### src/rx8ie_defs.svh
// Constants for the instruction execute unit
`ifndef RX8IE_DEFS_SVH
`define RX8IE_DEFS_SVH
`define RX8IE_INSTR_W      22
`define RX8IE_PC_W         16
`define RX8IE_DATA_W       8
`define RX8IE_STACK_DEPTH  8
`define RX8IE_STAT_GIE_BIT 5
`define RX8IE_PC_RST       16'h0000
`define RX8IE_DATA_RST     8'h00
`define RX8IE_STAT_RST     8'h00
`endif

### src/rx8ie_pkg.sv
// Operation codes for the instruction execute unit
package rx8ie_pkg;
	typedef enum logic [5:0] {
		RX8IE_NOP       = 6'h00,
		RX8IE_JUMP      = 6'h01,
		RX8IE_JCC       = 6'h02,
		RX8IE_CALL      = 6'h03,
		RX8IE_CALLS     = 6'h04,
		RX8IE_RET       = 6'h05,
		RX8IE_RETS      = 6'h06,
		RX8IE_RETI      = 6'h07,
		RX8IE_PUSH      = 6'h08,
		RX8IE_POP       = 6'h09,
		RX8IE_MOVE_IMM  = 6'h0a,
		RX8IE_MOVE_REG  = 6'h0b,
		RX8IE_MOVE_LD   = 6'h0c,
		RX8IE_MOVE_ST   = 6'h0d,
		RX8IE_MOVE_STI  = 6'h0e,
		RX8IE_CMV_CLR   = 6'h0f,
		RX8IE_CMV_SET   = 6'h10,
		RX8IE_SHL       = 6'h11,
		RX8IE_SHLC      = 6'h12,
		RX8IE_SHR       = 6'h13,
		RX8IE_SHRC      = 6'h14,
		RX8IE_SHRA      = 6'h15,
		RX8IE_ONES_COMPLEMENT      = 6'h16,
		RX8IE_TWOS_COMPLEMENT      = 6'h17,
		RX8IE_TWOS_COMPLEMENT_WITH_CARRY     = 6'h18,
		RX8IE_INC       = 6'h19,
		RX8IE_INCC      = 6'h1a,
		RX8IE_DEC       = 6'h1b
	} rx8ie_op_t;
endpackage : rx8ie_pkg

### src/rx8ie_core.sv
// Single-cycle execute unit for an 8-bit RISC core
// Behaviour
// - Jump loads PC with immediate or program index; conditional form only if condition; no flags.
// - Stack call shifts stack down, stores PC+1 on top, jumps to target.
// - Index call saves PC+1 in program index; index return loads PC from it.
// - Return pops top into PC; interrupt return also sets global interrupt enable.
// - Push stores program index on stack; pop restores it; both advance PC.
// - Register move writes destination and accumulator; immediate move loads accumulator; only zero.
// - Memory load writes accumulator and register, updates zero; memory stores keep flags.
// - Conditional moves load accumulator; register written when carry clear or set respectively.
// - Shift left inserts 0, old bit 7 to carry, result to accumulator and register.
// - Shift left through carry inserts previous carry, old bit 7 to carry.
// - Logical shift right inserts 0 at bit 7, old bit 0 to carry.
// - Shift right through carry inserts previous carry at bit 7, bit 0 to carry.
// - Arithmetic shift right keeps bit 7, old bit 0 to carry.
// - One's complement inverts operand; only zero flag changes.
// - Two's complement writes inverted plus one; carry set when result zero.
// - Two's complement with carry adds carry; carry set when zero and carry was one.
// - Increment adds one; carry set when result wraps to zero.
// - Increment with carry adds carry; carry set when zero and carry was one.
// - Decrement subtracts one; carry cleared when result is all ones.
// - Unary operations may take their operand from a data memory byte.
// - Zero flag follows accumulator for every instruction that updates it.
// - Global interrupt enable at status bit 5 gates interrupt levels 4 to 2 only; other level bits are not output.
// - Every 22-bit instruction completes in one clock cycle.
`timescale 1ns/1ps
`default_nettype none
`include "rx8ie_defs.svh"
module rx8ie_core (
	input  wire logic                        clk_i,
	input  wire logic                        rst_n_i,
	input  wire logic                        instr_valid_i,
	input  wire rx8ie_pkg::rx8ie_op_t        op_i,
	input  wire logic                        cond_true_i,
	input  wire logic                        use_index_i,
	input  wire logic                        src_mem_i,
	input  wire logic [`RX8IE_PC_W-1:0]      addr_i,
	input  wire logic [`RX8IE_DATA_W-1:0]    imm_i,
	input  wire logic [`RX8IE_DATA_W-1:0]    src_reg_i,
	input  wire logic [`RX8IE_DATA_W-1:0]    mem_rdata_i,
	input  wire logic [`RX8IE_DATA_W-1:0]    irq_level_i,
	output logic [`RX8IE_PC_W-1:0]           pc_o,
	output logic [`RX8IE_PC_W-1:0]           program_index_o,
	output logic [`RX8IE_DATA_W-1:0]         acc_o,
	output logic                             carry_o,
	output logic                             zero_o,
	output logic                             overflow_o,
	output logic                             global_interrupt_enable_o,
	output logic [2:0]                       irq_enabled_o,
	output logic                             reg_we_o,
	output logic [`RX8IE_DATA_W-1:0]         reg_wdata_o,
	output logic                             mem_we_o,
	output logic [`RX8IE_DATA_W-1:0]         mem_wdata_o
);
	localparam int DEPTH = `RX8IE_STACK_DEPTH;
	localparam int PCW   = `RX8IE_PC_W;
	localparam int DW    = `RX8IE_DATA_W;

	logic [PCW-1:0] pc_reg, pc_next;
	logic [PCW-1:0] pidx_reg, pidx_next;
	logic [PCW-1:0] stk_reg  [DEPTH];
	logic [PCW-1:0] stk_next [DEPTH];
	logic [DW-1:0]  acc_reg, acc_next;
	logic           c_reg, c_next, z_reg, z_next, v_reg, v_next;
	logic           gie_reg, gie_next;
	logic           rwe_reg, rwe_next, mwe_reg, mwe_next;
	logic [DW-1:0]  rwd_reg, rwd_next, mwd_reg, mwd_next;
	logic [DW-1:0]  opnd;
	logic [DW-1:0]  res;
	logic           res_c, res_v, upd_a, upd_z, upd_cv;
	logic           push_stk, pop_stk;
	logic [PCW-1:0] pc_inc, target;

	assign pc_inc = pc_reg + 16'h0001;
	assign target = use_index_i ? pidx_reg : addr_i;
	// Memory loads always read the data byte, others follow the source select
	assign opnd   = (src_mem_i || (op_i == rx8ie_pkg::RX8IE_MOVE_LD)) ?
		mem_rdata_i : src_reg_i;

	// Datapath result and flags
	always_comb begin
		res    = opnd;
		res_c  = c_reg;
		res_v  = v_reg;
		upd_a  = 1'b0;
		upd_z  = 1'b0;
		upd_cv = 1'b0;
		unique case (op_i)
			rx8ie_pkg::RX8IE_MOVE_IMM: begin
				res   = imm_i;
				upd_a = 1'b1;
				upd_z = 1'b1;
			end
			rx8ie_pkg::RX8IE_MOVE_REG, rx8ie_pkg::RX8IE_MOVE_LD,
			rx8ie_pkg::RX8IE_CMV_CLR, rx8ie_pkg::RX8IE_CMV_SET: begin
				upd_a = 1'b1;
				upd_z = 1'b1;
			end
			rx8ie_pkg::RX8IE_SHL:  res = {opnd[6:0], 1'b0};
			rx8ie_pkg::RX8IE_SHLC: res = {opnd[6:0], c_reg};
			rx8ie_pkg::RX8IE_SHR:  res = {1'b0, opnd[7:1]};
			rx8ie_pkg::RX8IE_SHRC: res = {c_reg, opnd[7:1]};
			rx8ie_pkg::RX8IE_SHRA: res = {opnd[7], opnd[7:1]};
			rx8ie_pkg::RX8IE_ONES_COMPLEMENT: begin
				res   = ~opnd;
				upd_a = 1'b1;
				upd_z = 1'b1;
			end
			rx8ie_pkg::RX8IE_TWOS_COMPLEMENT:  res = ~opnd + 8'h01;
			rx8ie_pkg::RX8IE_TWOS_COMPLEMENT_WITH_CARRY: res = ~opnd + {7'h00, c_reg};
			rx8ie_pkg::RX8IE_INC:   res = opnd + 8'h01;
			rx8ie_pkg::RX8IE_INCC:  res = opnd + {7'h00, c_reg};
			rx8ie_pkg::RX8IE_DEC:   res = opnd - 8'h01;
			default: res = opnd;
		endcase
		unique case (op_i)
			rx8ie_pkg::RX8IE_SHL, rx8ie_pkg::RX8IE_SHLC: begin
				res_c = opnd[7];
				res_v = res[7] ^ opnd[7];
				upd_cv = 1'b1;
			end
			rx8ie_pkg::RX8IE_SHR, rx8ie_pkg::RX8IE_SHRC, rx8ie_pkg::RX8IE_SHRA: begin
				res_c = opnd[0];
				res_v = res[7] ^ opnd[7];
				upd_cv = 1'b1;
			end
			rx8ie_pkg::RX8IE_TWOS_COMPLEMENT, rx8ie_pkg::RX8IE_INC: begin
				res_c = (res == 8'h00);
				res_v = opnd[7] ^ res[7];
				upd_cv = 1'b1;
			end
			rx8ie_pkg::RX8IE_TWOS_COMPLEMENT_WITH_CARRY, rx8ie_pkg::RX8IE_INCC: begin
				res_c = (res == 8'h00) && c_reg;
				res_v = opnd[7] ^ res[7];
				upd_cv = 1'b1;
			end
			rx8ie_pkg::RX8IE_DEC: begin
				res_c = (res != 8'hFF);
				res_v = opnd[7] ^ res[7];
				upd_cv = 1'b1;
			end
			default: upd_cv = 1'b0;
		endcase
		if (upd_cv) begin
			upd_a = 1'b1;
			upd_z = 1'b1;
		end
	end

	// Architectural state next values
	always_comb begin
		pc_next   = pc_reg;
		pidx_next = pidx_reg;
		acc_next  = acc_reg;
		c_next    = c_reg;
		z_next    = z_reg;
		v_next    = v_reg;
		gie_next  = gie_reg;
		rwe_next  = 1'b0;
		rwd_next  = rwd_reg;
		mwe_next  = 1'b0;
		mwd_next  = mwd_reg;
		push_stk  = 1'b0;
		pop_stk   = 1'b0;
		if (instr_valid_i) begin
			pc_next = pc_inc;
			unique case (op_i)
				rx8ie_pkg::RX8IE_JUMP: pc_next = target;
				rx8ie_pkg::RX8IE_JCC:  if (cond_true_i) pc_next = target;
				rx8ie_pkg::RX8IE_CALL: begin
					push_stk = 1'b1;
					pc_next  = target;
				end
				rx8ie_pkg::RX8IE_CALLS: begin
					pidx_next = pc_inc;
					pc_next   = target;
				end
				rx8ie_pkg::RX8IE_RET: begin
					pop_stk = 1'b1;
					pc_next = stk_reg[0];
				end
				rx8ie_pkg::RX8IE_RETI: begin
					pop_stk  = 1'b1;
					pc_next  = stk_reg[0];
					gie_next = 1'b1;
				end
				rx8ie_pkg::RX8IE_RETS: pc_next = pidx_reg;
				rx8ie_pkg::RX8IE_PUSH: push_stk = 1'b1;
				rx8ie_pkg::RX8IE_POP: begin
					pop_stk   = 1'b1;
					pidx_next = stk_reg[0];
				end
				rx8ie_pkg::RX8IE_MOVE_ST: begin
					mwe_next = 1'b1;
					mwd_next = src_reg_i;
				end
				rx8ie_pkg::RX8IE_MOVE_STI: begin
					mwe_next = 1'b1;
					mwd_next = imm_i;
				end
				default: pc_next = pc_inc;
			endcase
			if (upd_a) begin
				acc_next = res;
				rwd_next = res;
				rwe_next = (op_i != rx8ie_pkg::RX8IE_MOVE_IMM);
				if (op_i == rx8ie_pkg::RX8IE_CMV_CLR)
					rwe_next = !c_reg;
				if (op_i == rx8ie_pkg::RX8IE_CMV_SET)
					rwe_next = c_reg;
			end
			if (upd_z)
				z_next = (res == 8'h00);
			if (upd_cv) begin
				c_next = res_c;
				v_next = res_v;
			end
		end
	end

	// Return stack shifting
	generate
		for (genvar i = 0; i < DEPTH; i++) begin : g_stk
			always_comb begin
				stk_next[i] = stk_reg[i];
				if (push_stk) begin
					if (i == 0)
						stk_next[i] = (op_i == rx8ie_pkg::RX8IE_PUSH) ? pidx_reg : pc_inc;
					else
						stk_next[i] = stk_reg[i-1];
				end else if (pop_stk) begin
					stk_next[i] = (i == DEPTH-1) ? stk_reg[i] : stk_reg[(i+1)%DEPTH];
				end
			end
			always_ff @(posedge clk_i) begin
				if (!rst_n_i)
					stk_reg[i] <= `RX8IE_PC_RST;
				else
					stk_reg[i] <= stk_next[i];
			end
		end
	endgenerate

	always_ff @(posedge clk_i) begin
		if (!rst_n_i) begin
			pc_reg   <= `RX8IE_PC_RST;
			pidx_reg <= `RX8IE_PC_RST;
			acc_reg  <= `RX8IE_DATA_RST;
			c_reg    <= 1'b0;
			z_reg    <= 1'b0;
			v_reg    <= 1'b0;
			gie_reg  <= 1'b0;
			rwe_reg  <= 1'b0;
			rwd_reg  <= `RX8IE_DATA_RST;
			mwe_reg  <= 1'b0;
			mwd_reg  <= `RX8IE_DATA_RST;
		end else begin
			pc_reg   <= pc_next;
			pidx_reg <= pidx_next;
			acc_reg  <= acc_next;
			c_reg    <= c_next;
			z_reg    <= z_next;
			v_reg    <= v_next;
			gie_reg  <= gie_next;
			rwe_reg  <= rwe_next;
			rwd_reg  <= rwd_next;
			mwe_reg  <= mwe_next;
			mwd_reg  <= mwd_next;
		end
	end

	assign pc_o                      = pc_reg;
	assign program_index_o           = pidx_reg;
	assign acc_o                     = acc_reg;
	assign carry_o                   = c_reg;
	assign zero_o                    = z_reg;
	assign overflow_o                = v_reg;
	assign global_interrupt_enable_o = gie_reg;
	// Level requests gated by global enable
	assign irq_enabled_o = irq_level_i[4:2] & {3{gie_reg}};
	assign reg_we_o                  = rwe_reg;
	assign reg_wdata_o               = rwd_reg;
	assign mem_we_o                  = mwe_reg;
	assign mem_wdata_o               = mwd_reg;

	property p_jump;
		@(posedge clk_i) disable iff (!rst_n_i)
		instr_valid_i && op_i == rx8ie_pkg::RX8IE_JUMP |=> pc_o == $past(target);
	endproperty
	a_jump: assert property (p_jump) else $error("jump target wrong");
	property p_jcc_flags;
		@(posedge clk_i) disable iff (!rst_n_i)
		instr_valid_i && op_i == rx8ie_pkg::RX8IE_JCC |=> $stable(carry_o) && $stable(zero_o);
	endproperty
	a_jcc_flags: assert property (p_jcc_flags) else $error("jump changed flags");
	property p_call;
		@(posedge clk_i) disable iff (!rst_n_i)
		instr_valid_i && op_i == rx8ie_pkg::RX8IE_CALL |=> stk_reg[0] == $past(pc_inc);
	endproperty
	a_call: assert property (p_call) else $error("call return address wrong");
	property p_calls;
		@(posedge clk_i) disable iff (!rst_n_i)
		instr_valid_i && op_i == rx8ie_pkg::RX8IE_CALLS |=> program_index_o == $past(pc_inc);
	endproperty
	a_calls: assert property (p_calls) else $error("index call wrong");
	property p_reti;
		@(posedge clk_i) disable iff (!rst_n_i)
		instr_valid_i && op_i == rx8ie_pkg::RX8IE_RETI |=> global_interrupt_enable_o;
	endproperty
	a_reti: assert property (p_reti) else $error("reti left enable low");
	property p_cmv;
		@(posedge clk_i) disable iff (!rst_n_i)
		instr_valid_i && op_i == rx8ie_pkg::RX8IE_CMV_CLR |=> reg_we_o == !$past(c_reg);
	endproperty
	a_cmv: assert property (p_cmv) else $error("conditional move wrong");
	property p_shl;
		@(posedge clk_i) disable iff (!rst_n_i)
		instr_valid_i && op_i == rx8ie_pkg::RX8IE_SHL |=> carry_o == $past(opnd[7]) && !acc_o[0];
	endproperty
	a_shl: assert property (p_shl) else $error("shift left wrong");
	property p_dec;
		@(posedge clk_i) disable iff (!rst_n_i)
		instr_valid_i && op_i == rx8ie_pkg::RX8IE_DEC |=> carry_o == (acc_o != 8'hFF);
	endproperty
	a_dec: assert property (p_dec) else $error("decrement carry wrong");
	property p_zero;
		@(posedge clk_i) disable iff (!rst_n_i)
		instr_valid_i && upd_z |=> zero_o == (acc_o == 8'h00);
	endproperty
	a_zero: assert property (p_zero) else $error("zero flag wrong");
	property p_store_flags;
		@(posedge clk_i) disable iff (!rst_n_i)
		instr_valid_i && (op_i == rx8ie_pkg::RX8IE_MOVE_ST || op_i == rx8ie_pkg::RX8IE_MOVE_STI)
		|=> $stable(carry_o) && $stable(zero_o) && $stable(acc_o);
	endproperty
	a_store_flags: assert property (p_store_flags) else $error("store changed flags");
	property p_shra;
		@(posedge clk_i) disable iff (!rst_n_i)
		instr_valid_i && op_i == rx8ie_pkg::RX8IE_SHRA
		|=> acc_o[7] == $past(opnd[7]) && carry_o == $past(opnd[0]);
	endproperty
	a_shra: assert property (p_shra) else $error("arithmetic shift wrong");
	c_calls: cover property (@(posedge clk_i) instr_valid_i && op_i == rx8ie_pkg::RX8IE_CALLS);
	c_call: cover property (@(posedge clk_i) instr_valid_i && op_i == rx8ie_pkg::RX8IE_CALL);
	c_reti: cover property (@(posedge clk_i) instr_valid_i && op_i == rx8ie_pkg::RX8IE_RETI);
	c_inc_wrap: cover property (@(posedge clk_i) instr_valid_i && op_i == rx8ie_pkg::RX8IE_INC
		&& res == 8'h00);
endmodule : rx8ie_core
`default_nettype wire

### config.mk
export PLATFORM = sky130hd
export DESIGN_NAME = rx8ie_core
export DESIGN_NICKNAME = d
export VERILOG_FILES = /design/src/rx8ie_pkg.sv /design/src/rx8ie_core.sv
export VERILOG_INCLUDE_DIRS = /design/src /design/src/src
export SDC_FILE = /design/constraint.sdc
export NUM_CORES = 1
export LEC_CHECK = 0
export BUFFER_PORTS_ARGS = -buffer_cell sky130_fd_sc_hd__buf_2
export CAP_MARGIN = 20
export CORE_ASPECT_RATIO = 0.5
export CORE_MARGIN = 1
export CORE_UTILIZATION = 25
export DETAILED_ROUTE_END_ITERATION = 10
export GPL_TIMING_DRIVEN = 0
export PLACE_DENSITY_LB_ADDON = 0.25
export SYNTH_ARGS = -nofsm -noshare
export SYNTH_HDL_FRONTEND = slang
export SYNTH_SLANG_ARGS = --single-unit
### constraint.sdc
create_clock -name clk_i -period 3.5 [get_ports clk_i]
set_input_delay 0.35 -clock clk_i [delete_from_list [all_inputs] [get_ports clk_i]]
set_output_delay 0.35 -clock clk_i [all_outputs]
set_load 0.02 [all_outputs]
### Yosys cells after proc, flatten, opt, wreduce, memory -nomap -nowiden

Memory sizes are Yosys's and may differ from the RTL's.
Cells that the tools add are included.

| word-level totals | value |
|---|---|
| output and inout bits | 65 |
| memories | 1 |
| RAM bits | 128 |
| input bits | 60 |
| word-level logic and storage cells | 127 |
| bits in registers | 54 |

Memory list:

| memory | words | bits a word | read ports | clocked after memory_dff | wr ports | RTL line | RTL |
|---|---|---|---|---|---|---|---|
| stk_reg | 8 | 16 | 8 | 0 | 8 | rx8ie_core.sv:61 | `logic [PCW-1:0] stk_reg [DEPTH];` |

| operators by class | value |
|---|---|
| bitwise logic cells | 11 |
| muxes and demuxes | 44 |
| $add $sub $neg | 6 |
| equal/unequal tests | 29 |
| reduce and logical (&&, ||, !) cells | 26 |

Operators with widths:

| cell | number |
|---|---|
| two-way mux 16 bit | 26 |
| one-hot mux 8 bit (12 select lines) | 1 |
| equality test 6 x 5 -> 1 bit (second input constant) | 12 |
| one-hot mux 16 bit (4 select lines) | 1 |
| equality test 6 x 4 -> 1 bit (second input constant) | 8 |
| one-hot mux 16 bit (2 select lines) | 1 |
| equality test 6 x 3 -> 1 bit (second input constant) | 4 |
| adder 16 x 1 -> 16 bit (second input constant) | 1 |
| adder 8 x 1 -> 8 bit | 2 |
| adder 8 x 1 -> 8 bit (second input constant) | 2 |
| one-hot mux 8 bit (2 select lines) | 1 |
| equality test 6 x 2 -> 1 bit (second input constant) | 2 |
| two-way mux 1 bit | 12 |
| OR reduction 2 bit | 6 |
| AND reduction 2 bit | 5 |
| OR reduction 10 bit | 1 |
| AND reduction 3 bit | 3 |
| OR reduction 3 bit | 3 |
| logical NOT 8 bit | 1 |
| two-way mux 8 bit | 1 |
| inequality test 8 bit (second input constant) | 1 |
| inverter 8 bit | 1 |
| OR 1 bit | 8 |
| subtractor 8 x 1 -> 8 bit (second input constant) | 1 |
| other kinds (11) | 12 |

### Depth between registers and ports, before layout

Gate-level depths: netlist of the first run.

| depth | value |
|---|---|
| word-level depth | 9 |
| gate-level depth with buffers | 18 |
| gate-level depth less buffers | 15 |

### Least setup slack after synthesis of the first run

No wires, ideal clock.

| timing path | value |
|---|---|
| kind | input to register |
| start | input port op_i[2] |
| end | register z_reg (netlist: zero_o) |
| setup slack | -265 ps |
| required time | 3,430 ps |
| stages | 14 |
| arrival | 3,695 ps |
| setup time | 70 ps |
| buffers on the path | 3 |
| cells stage by stage | buf_6 > and4bb_1 > buf_6 > a21o_1 > buf_6 > mux2i_1 > ha_1 > or3b_2 > nor4_4 > xnor2_1 > a2111oi_0 > a22oi_1 > or4b_1 > a21oi_1 |

| on the way | value |
|---|---|
| cells in the longest elaborated chain, start to end | 7 |
| elaborated cells between the ends (all ways) | 32 |
| those cells by class | 5 x add/sub; 16 x eq/ne; 5 x mux; 1 x bitwise; 5 x reduce/logical |

Ends and longest elaborated chain:

| what | RTL line | RTL |
|---|---|---|
| start, declared | rx8ie_core.sv:33 | `input wire rx8ie_pkg::rx8ie_op_t op_i,` |
| equality test 6 x 4 -> 1 bit | rx8ie_core.sv:77, rx8ie_core.sv:88 |  |
| logical OR 1 bit | rx8ie_core.sv:77 | `assign opnd = (src_mem_i \|\| (op_i == rx8ie_pkg::RX8IE_MOVE_LD)) ?` |
| two-way mux 8 bit | rx8ie_core.sv:77 |  |
| inverter 8 bit | rx8ie_core.sv:105, rx8ie_core.sv:109, rx8ie_core.sv:110 |  |
| adder 8 x 1 -> 8 bit (on tied branches) | rx8ie_core.sv:110, rx8ie_core.sv:109 |  |
| one-hot mux 8 bit (12 select lines) | rx8ie_core.sv:88 | `unique case (op_i)` |
| logical NOT 8 bit | rx8ie_core.sv:213 | `z_next = (res == 8'h00);` |
| end signal, assigned | rx8ie_core.sv:262 | `z_reg <= z_next;` |
| end, declared | rx8ie_core.sv:64 | `logic c_reg, c_next, z_reg, z_next, v_reg, v_next;` |

Several ways; a longest one is shown, not always the timed one.
A chain may end at the register's enable or synchronous reset.

### Worst setup path after layout of the first run

| timing path | value |
|---|---|
| start | input port op_i[4] |
| end | register z_reg (netlist: zero_o) |

The elaborated chain is that of the path after synthesis.

==> results of run 1 <==
-- path summary, 6_finish.rpt --
| path | cells past startpoint | to | from | slack, ns |
|---|---|---|---|---|
| max | 18 | zero_o | op_i[4] | 0.03 |
| min | 3 | pc_o[5] | addr_i[5] | 0.20 |
| max reg2reg | 14 | zero_o | carry_o | 0.14 |
| min reg2reg | 2 | mem_wdata_o[3] | mem_wdata_o[3] | 0.46 |
-- through the flow --
stage | util (%) | hold slack (ns) | TNS (ns)
2_1_floorplan | - | 0.436 | 0
3_3_place_gp | 29.3 | 0.441 | -12.57
3_5_place_dp | 29.3 | 0.448 | -11.73
4_1_cts | 30.9 | 0.178 | -0.0276
5_1_grt | 31.1 | 0.214 | -0.185
6_report | 31.1 | 0.204 | 0
-- kinds of logic (layout without fill, tap and decap cells) --
kind of cell | Yosys count | after routing | share of synthesized area, %
xor+xnor | 22 | 22 | 1.96
buf+inv | 134 | 290 | 5.70
other cells | 0 | 1 | 0
mux | 36 | 36 | 4.03
flops | 182 | 182 | 37.1
compound gates | 532 | 532 | 31.9
simple gates | 401 | 401 | 18.2
fa+ha+maj | 9 | 9 | 1.15
-- critical path, stage by stage --
cell	delay, ns
buf_2	0.14
and4bb_1	0.26
buf_6	0.14
a21o_1	0.16
buf_12	0.16
mux2i_4	0.28
inv_4	0.11
ha_4	0.25
clkbuf_8	0.15
nor2b_1	0.14
a21oi_1	0.15
o221ai_1	0.12
a2bb2oi_1	0.16
a211oi_2	0.38
nand3_1	0.13
nor3b_2	0.18
or4b_1	0.45
a21oi_1	0.13
-- power by group through the flow --
| stage | clock [mW] | combinational, mW | sequential, mW |
|---|---|---|---|
| 3_5_place_dp | 0 | 0.586 | 2.23 |
| 3_3_place_gp | 0 | 0.588 | 2.23 |
| 4_1_cts | 1.94 | 0.592 | 2.18 |
| 5_1_grt | 2.03 | 0.669 | 2.19 |
| 2_1_floorplan | 0 | 0.362 | 2.23 |
| 6_report | 1.89 | 0.613 | 2.18 |
-- routing by layer --
metal  vias up  wire (µm)  global-route usage [%]
met2       281      16200                    28.3
li1       5039          -                       -
met4         0        507                    4.55
met5         -          0                       0
met3        31       1960                    3.50
met1      4933      17900                    26.1
-- final cells by class --
class | count | area, µm²
inverter | 16 | 62.6
clock buffer | 18 | 429
antenna | 1 | 2.50
clock inverter | 14 | 134
multi-input combinational | 1000 | 5750
timing repair buffer | 125 | 643
fill | 4240 | 26200
tap | 520 | 651
buffer | 117 | 517
sequential | 182 | 3640
-- synth_stat cells, types with 5 or more instances --
library cell / number / share of area [%]
o21a_1: 6 / 0.46
mux2_2: 5 / 0.57
nor2_1: 125 / 4.8
a221oi_1: 13 / 1.2
mux2i_1: 28 / 2.9
and2_1: 8 / 0.51
nand2b_1: 7 / 0.45
nand3_1: 22 / 1.1
nor3_1: 7 / 0.36
inv_1: 11 / 0.42
xor2_1: 6 / 0.54
a31oi_1: 9 / 0.57
a22oi_1: 11 / 0.84
o221ai_1: 12 / 1.1
o211ai_1: 6 / 0.46
buf_4: 8 / 0.61
a21oi_1: 171 / 8.7
nor2b_1: 13 / 0.83
clkbuf_1: 104 / 4.0
ha_1: 9 / 1.1
xnor2_1: 16 / 1.4
a211oi_1: 51 / 3.9
nand4_1: 6 / 0.38
a41oi_1: 5 / 0.45
dfxtp_1: 182 / 37
nand2_1: 179 / 6.8
o2111ai_1: 5 / 0.45
o21ai_0: 204 / 10
-- repair_timing --
item / in CTS / in global routing
endpoints found under the setup margin: 12 / 26
buffers inserted: 1 / 6
cloned: 0 / 0
resized for setup: 6 / 12
pin swaps: 1 / 4
-- cells in the final DEF, fill, tap and decap left out, drive strengths merged, types with 11 or more instances in the layout --
cell | Yosys | routed
clkbuf | 104 | 121
mux2i | 31 | 31
nor2b | 13 | 13
xnor2 | 16 | 16
a22oi | 11 | 11
a211oi | 51 | 51
nand2 | 179 | 179
o221ai | 12 | 12
buf | 14 | 139
a21oi | 172 | 172
inv | 15 | 23
dfxtp | 182 | 182
a221oi | 13 | 13
nor2 | 125 | 125
nand3 | 22 | 22
o21ai | 205 | 205
==> flow_metrics.env, run 1 <==
export IMPL_drv_cap=0
export IMPL_ys_types=75
export IMPL_cts_root_buffer="clkbuf_16"
export IMPL_core_area_um2=38000
export IMPL_crit_type="input port to flop"
export IMPL_finalPower_mw=4.69
export IMPL_post_place_ws_ns=-0.707
export IMPL_largest_reg_flops=128
export IMPL_grt_pass1_vias=9734
export IMPL_avgSynthCellArea_um2=7.46
export IMPL_netlist_instances=1316
export IMPL_drt_total_wl_um=36600
export IMPL_die_area_um2=40100
export IMPL_power_density_nw_per_um2=397
export IMPL_clkLatencyLatePin_ns=0.45
export IMPL_vias_per_cell=5.16
export IMPL_fin_area_um2=11800
export IMPL_p_int_mw=3.29
export IMPL_relSlewSlack_pct=24.0
export IMPL_num_vias=10300
export IMPL_period_minus_slack_ns=3.47
export IMPL_clock_sinks=182
export IMPL_pwr_share_comb_pct=13.1
export IMPL_setup_viol=0
export IMPL_clockPowerShare_pct=40.4
export IMPL_cts_buffers=17
export IMPL_drc_errors=0
export IMPL_place_area_um2=11200
export IMPL_ys_ff_latch=182
export IMPL_gp_congestion=0.907
export IMPL_grt_usage_pct=18.4
export IMPL_numPortBuffers=118
export IMPL_antenna_found_initial=1
export IMPL_num_io_pins=125
export IMPL_grt_first_pass_wirelength_um=57200
export IMPL_clk_path_buf_depth=2
export IMPL_cp_required_ns=3.88
export IMPL_crit_fanout=9
export IMPL_placedCellCount=1954
export IMPL_rsz0062_at_grt="true"
export IMPL_die_w_um=282
export IMPL_wire_per_inst_um=18.4
export IMPL_drive_gt1_share_pct=14.5
export IMPL_finalClockSkew_ns=0.0114
export IMPL_critPathArrivalTime_ns=3.84
export IMPL_grt_overflow_total=0
export IMPL_postCtsHoldBufs=0
export IMPL_ant_nets=0
export IMPL_synthesis_area_um2=9820
export IMPL_switching_share_pct=29.9
export IMPL_synth_edf_count=0
export IMPL_hold_viol=0
export IMPL_nNetsFinal=1528
export IMPL_dp_hpwl_um=28400
export IMPL_async_flop_share_pct=0
export IMPL_mappedNetlistNets=1385
export IMPL_pwr_share_seq_pct=46.6
export IMPL_leakagePower_nw=4.52
export IMPL_setup_ws_ns=0.0315
export IMPL_die_y_um=142
export IMPL_areaGrowthSynthToFinish_pct=20.5
export IMPL_slew_viol_final=0
export IMPL_start_kind="input port"
export IMPL_row_count=50
export IMPL_period_share_pct=99.1
export IMPL_grt_max_degree=19
export IMPL_drt_pass1_iterations=5
export IMPL_ys_warnings_count=0
export IMPL_final_cells=1993
export IMPL_cts_tree="done"
export IMPL_cts_clk_slew_worst_paths_ns=0.07
export IMPL_h_tree_depth=4
export IMPL_fmax_mhz=288
export IMPL_synth_flop_cell="dfxtp_1"
export IMPL_start_util_pct=25.8
export IMPL_vdd_drop_max_v=0.000254
export IMPL_status="finished clean"
export IMPL_drtIter0Drc=1015
export IMPL_end_kind="flop"
export IMPL_tightest_slew_ns=1.14
export IMPL_ys_seq_area_share_pct=37.1
export IMPL_switchingPower_mw=1.40
export IMPL_min_path_type="input port to flop"
No activity file was read; power rests on OpenSTA's default activity.
==> run 2, diff against run 1 <==
==> constraint.sdc (replaced) <==
create_clock -name clk_i -period 3.97 [get_ports clk_i]
set_input_delay 0.397 -clock clk_i [delete_from_list [all_inputs] [get_ports clk_i]]
set_output_delay 0.397 -clock clk_i [all_outputs]
set_load 0.02 [all_outputs]
==> flow_metrics.env, run 2 (synthesized netlist as in run 1, its figures left out) <==
export IMPL_leakagePower_nw=4.49
export IMPL_period_minus_slack_ns=3.75
export IMPL_cts_buffers=17
export IMPL_grt_first_pass_wirelength_um=57100
export IMPL_cts_tree="done"
export IMPL_critPathArrivalTime_ns=4.14
export IMPL_postCtsHoldBufs=0
export IMPL_start_kind="input port"
export IMPL_drv_cap=0
export IMPL_drt_pass1_iterations=5
export IMPL_cts_clk_slew_worst_paths_ns=0.08
export IMPL_hold_viol=0
export IMPL_nNetsFinal=1524
export IMPL_min_to="pc_o[8]"
export IMPL_vias_per_cell=5.25
export IMPL_die_w_um=282
export IMPL_crit_chain="buf_2 > and4bb_1 > buf_6 > a21o_1 > buf_6 > mux2i_4 > ha_2 > or3b_2 > nor4_4 > xnor2_1 > a2111oi_1 > a22oi_1 > or4b_1 > a21oi_1"
export IMPL_clkLatencyLatePin_ns=0.46
export IMPL_row_count=50
export IMPL_min_path_type="input port to flop"
export IMPL_final_cells=1988
export IMPL_r2r_start="carry_o"
export IMPL_fmax_mhz=267
export IMPL_period_share_pct=94.5
export IMPL_grt_max_degree=20
export IMPL_rsz0062_at_grt="false"
export IMPL_tns_ns=0
export IMPL_cts_root_buffer="clkbuf_16"
export IMPL_wire_per_inst_um=18.6
export IMPL_num_vias=10400
export IMPL_grt_overflow_total=0
export IMPL_min_delay_start="addr_i[8]"
export IMPL_end_kind="flop"
export IMPL_drive_gt1_share_pct=13.5
export IMPL_r2r_end="zero_o"
export IMPL_grt_pass1_vias=9807
export IMPL_diodes=0
export IMPL_largest_reg_flops=128
export IMPL_r2r_slack_ns=0.42
export IMPL_min_path_cells=3
export IMPL_areaGrowthSynthToFinish_pct=19.5
export IMPL_cp_required_ns=4.36
export IMPL_drtIter0Drc=835
export IMPL_nFillCells=4233
export IMPL_clk_path_buf_depth=2
export IMPL_relSlewSlack_pct=26.5
export IMPL_die_area_um2=40100
export IMPL_final_cell_mix="204 x o21ai_0, 182 x dfxtp_1, 179 x nand2_1"
export IMPL_power_density_nw_per_um2=358
export IMPL_vdd_drop_max_v=0.000273
export IMPL_slew_viol_final=0
export IMPL_clock_sinks=182
export IMPL_worst_path_most_repeated_cell="buf_6"
export IMPL_finalClockSkew_ns=0.0175
export IMPL_setup_viol=0
export IMPL_crit_fanout=9
export IMPL_placedCellCount=1954
export IMPL_ant_nets=0
export IMPL_dp_hpwl_um=28600
export IMPL_numPortBuffers=118
export IMPL_grt_usage_pct=18.4
export IMPL_core_area_um2=38000
export IMPL_num_io_pins=125
export IMPL_ff2ff_path_depth=14
export IMPL_drc_errors=0
export IMPL_die_y_um=142
export IMPL_h_tree_depth=4
export IMPL_status="finished clean"
export IMPL_critical_path_slowest_cell="or3b_2"
export IMPL_drt_total_wl_um=36900
export IMPL_antenna_found_initial=0
export IMPL_start_util_pct=25.8
export IMPL_crit_path_max_incr_delay_ns=0.54
export IMPL_final_common_cell="o21ai_0"
export IMPL_gp_congestion=0.910
export IMPL_crit_type="input port to flop"
export IMPL_tightest_slew_ns=1.10
run 2: critical path: cells and delay by family:
family                     cells  cell delay [ns]
buffers and inverters          3             0.46
xor gates and xnor gates       1             0.11
and+or+nand+nor                4             1.63
muxes                          1             0.35
adders and majority gates      1             0.30
AOI/OAI and AO/OA              4             0.88
run 2: worst max path at each step:
stage	startpoint	to	slack, ns
2_1_floorplan	op_i[2]	zero_o	0.16
3_3_place_gp	op_i[0]	zero_o	-0.78
3_5_place_dp	op_i[0]	zero_o	-0.74
4_1_cts	op_i[1]	zero_o	0.05
5_1_grt	op_i[4]	zero_o	0.01
6_report	op_i[4]	zero_o	0.22
run 2: metal layers:
metal / vias up / part of all wire (%) / global-route usage, % / wire, µm
met3: 47 / 5.3 / 3.14 / 1960
li1: 5032 / - / - / -
met4: 0 / 1.8 / 5.72 / 667
met1: 5066 / 49 / 26.2 / 18000
met5: - / 0 / 0 / 0
met2: 297 / 44 / 28.3 / 16300
run 2: area by class of cell:
type                            count  area [µm²]  share of cell area, %
Timing Repair Buffer              121         613                   5.22
Clock buffer                       18         439                   3.74
Inverter                           16        62.6                  0.533
Multi-Input combinational cell   1000        5680                   48.4
Buffer                            117         495                   4.22
Clock inverter                     14         154                   1.31
Sequential cell                   182        3640                   31.0
Tap cell                          520         651                   5.54
run 2: power by group:
group	internal, mW	switching, mW	leakage (nW)
sequential	1.87	0.0535	1.47
clock	0.863	0.886	0.282
combinational	0.183	0.347	2.74
total	2.92	1.29	4.49
run 2: metrics by stage:
stage | power, mW | cell area [µm²] | setup WS (ns) | util [%] | hold slack [ns]
after floorplan | 2.28 | 9820 | 0.158 | - | 0.436
after global placement | 2.48 | 11100 | -0.782 | 29.1 | 0.439
after detailed placement | 2.48 | 11100 | -0.739 | 29.1 | 0.444
after CTS | 4.22 | 11700 | 0.0453 | 30.7 | 0.217
after global routing | 4.37 | 11700 | 0.0111 | 30.9 | 0.232
final | 4.20 | 11700 | 0.220 | 30.9 | 0.243
run 2: what timing repair did:
action                     CTS  global route
pin swaps                    0             1
gates resized for setup      3            14
hold endpoints to repair     0             0
buffers inserted             0             3
setup endpoints to repair    2             2
==> run 3, diff against run 2 <==
--- a/config.mk
+++ b/config.mk
@@ -10,10 +10,11 @@
 export CAP_MARGIN = 20
 export CORE_ASPECT_RATIO = 0.5
 export CORE_MARGIN = 1
-export CORE_UTILIZATION = 25
+export CORE_UTILIZATION = 59
 export DETAILED_ROUTE_END_ITERATION = 10
 export GPL_TIMING_DRIVEN = 0
 export PLACE_DENSITY_LB_ADDON = 0.25
+export RECOVER_POWER = 25
 export SYNTH_ARGS = -nofsm -noshare
 export SYNTH_HDL_FRONTEND = slang
 export SYNTH_SLANG_ARGS = --single-unit
==> flow_metrics.env, run 3 (synthesized netlist as in run 1, its figures left out) <==
export IMPL_areaGrowthSynthToFinish_pct=15.0
export IMPL_numPortBuffers=118
export IMPL_slew_viol_final=0
export IMPL_clockPowerShare_pct=41.4
export IMPL_min_delay_start="addr_i[3]"
export IMPL_cts_tree="done"
export IMPL_dp_hpwl_um=25500
export IMPL_gp_congestion=0.996
export IMPL_cts_root_buffer="clkbuf_16"
export IMPL_h_tree_depth=4
export IMPL_row_count=32
export IMPL_critical_path_slowest_cell="or4b_4"
export IMPL_period_minus_slack_ns=3.88
export IMPL_end_kind="flop"
export IMPL_pwr_share_seq_pct=46.2
export IMPL_die_area_um2=17200
export IMPL_hold_viol=0
export IMPL_multi_input_area_um2=5670
export IMPL_nNetsFinal=1526
export IMPL_r2r_start="carry_o"
export IMPL_crit_chain="buf_2 > and4bb_1 > buf_6 > a21o_1 > buf_8 > mux2i_4 > ha_2 > or3b_2 > nor4_4 > xnor2_1 > a2111oi_1 > a22oi_1 > or4b_4 > a21oi_1"
export IMPL_drc_errors=0
export IMPL_p_int_mw=2.94
export IMPL_path_buf_inv=3
export IMPL_num_io_pins=125
export IMPL_switching_share_pct=29.6
export IMPL_grt_overflow_total=0
export IMPL_power_density_nw_per_um2=370
export IMPL_nFillCells=1351
export IMPL_final_cell_mix="203 x o21ai_0, 182 x dfxtp_1, 179 x nand2_1"
export IMPL_status="finished clean"
export IMPL_finalClockSkew_ns=0.0145
export IMPL_drt_pass1_iterations=6
export IMPL_pwr_share_comb_pct=12.4
export IMPL_num_vias=11000
export IMPL_worstSetupStartpoint="op_i[4]"
export IMPL_min_path_type="input port to flop"
export IMPL_critPathArrivalTime_ns=4.25
export IMPL_start_kind="input port"
export IMPL_drt_total_wl_um=34400
export IMPL_fmax_mhz=258
export IMPL_register_area_um2=3640
export IMPL_die_y_um=93.2
export IMPL_grt_usage_pct=39.8
export IMPL_ant_nets=0
export IMPL_antenna_found_initial=1
export IMPL_placedCellCount=1655
export IMPL_grt_max_degree=19
export IMPL_setup_ws_ns=0.0898
export IMPL_postCtsHoldBufs=0
export IMPL_clock_sinks=182
export IMPL_drive_gt1_share_pct=9.46
export IMPL_cp_required_ns=4.34
export IMPL_vias_per_cell=6.53
export IMPL_post_place_ws_ns=-0.828
export IMPL_setup_viol=0
export IMPL_relSlewSlack_pct=21.0
export IMPL_cts_buffers=17
export IMPL_grt_pass1_vias=10100
export IMPL_crit_type="input port to flop"
export IMPL_die_w_um=184
export IMPL_final_common_cell="o21ai_0"
export IMPL_crit_path_max_incr_delay_ns=0.57
export IMPL_vdd_drop_max_v=0.000338
export IMPL_period_share_pct=97.7
export IMPL_clkLatencyLatePin_ns=0.45
export IMPL_start_util_pct=62.1
export IMPL_crit_family="simple AND/OR/NAND/NOR gates"
export IMPL_wire_per_inst_um=20.3
export IMPL_crit_fanout=9
export IMPL_cts_clk_slew_worst_paths_ns=0.08
export IMPL_drv_cap=0
export IMPL_tightest_slew_ns=1.18
export IMPL_grt_first_pass_wirelength_um=53200
export IMPL_largest_reg_flops=128
export IMPL_core_area_um2=15800
export IMPL_clk_path_buf_depth=2
export IMPL_drtIter0Drc=1263
export IMPL_leakagePower_nw=4.24
export IMPL_switchingPower_mw=1.24
export IMPL_final_cells=1691
## run 3: changes by cell type in the layout (fill, tap and decap cells not counted), moves of 2 or more
cell,delta
buf_2,-61
buf_4,+2
clkbuf_1,+61
inv_6,+3
inv_8,-3
## run 3: repair_timing
item	4_1_cts	5_1_grt
gates resized for setup	5	14
buffers inserted	0	5
pin swaps	0	3
gates cloned	0	0
setup endpoints to repair	2	2
## run 3: final timing paths
path	endpoint	slack (ns)	cells after the start
max	zero_o	0.09	14
min	pc_o[3]	0.22	3
max reg2reg	zero_o	0.36	14
min reg2reg	mem_wdata_o[7]	0.46	2
## run 3: final cells by class
type                       count  share of cell area (%)
clock buffer                  17                    3.77
antenna                        1                  0.0222
multi-input combinational   1000                    50.2
buffer                       117                    4.42
inverter                      16                   0.554
tap                          221                    2.45
timing repair buffer         123                    4.89
clock inverter                14                    1.40
sequential                   182                    32.3
## run 3: worst reg2reg max path: stages (launching register included)
cell,delay (ns)
dfxtp_1,0.54
nand2b_1,0.17
nand3_1,0.15
inv_2,0.15
ha_1,0.38
a21oi_2,0.19
nor2_1,0.09
a221oi_1,0.28
o21ai_1,0.11
a221o_1,0.27
a21oi_1,0.16
o211ai_1,0.18
nor3b_2,0.22
or4b_4,0.50
a21oi_1,0.15
## run 3: per-layer routing
layer	vias to the layer above	share of wire, %	track usage, %	routed length [µm]
met3	146	9.5	7.52	3270
met2	664	45	66.3	15600
met4	0	4.4	18.4	1510
met5	-	0	0	0
li1	5034	-	-	-
met1	5194	41	50.2	14100
## run 3: through the flow
stage | hold WS, ns | util (%) | power, mW | area (µm²) | TNS, ns
2_1_floorplan | 0.436 | - | 2.28 | 9820 | 0
3_3_place_gp | 0.439 | 67.6 | 2.44 | 10700 | -1.88
3_5_place_dp | 0.445 | 67.6 | 2.46 | 10700 | -2.14
4_1_cts | 0.218 | 71.4 | 4.14 | 11300 | 0
5_1_grt | 0.249 | 71.4 | 4.29 | 11300 | -0.0344
6_report | 0.219 | 71.4 | 4.18 | 11300 | 0
## run 3: power groups by stage
stage | Clock [mW] | Sequential (mW) | Combinational (mW)
after global routing | 1.79 | 1.93 | 0.559
after CTS | 1.71 | 1.93 | 0.497
after global placement | 0 | 1.97 | 0.479
after floorplan | 0 | 1.97 | 0.308
final | 1.73 | 1.93 | 0.518
after detailed placement | 0 | 1.97 | 0.490
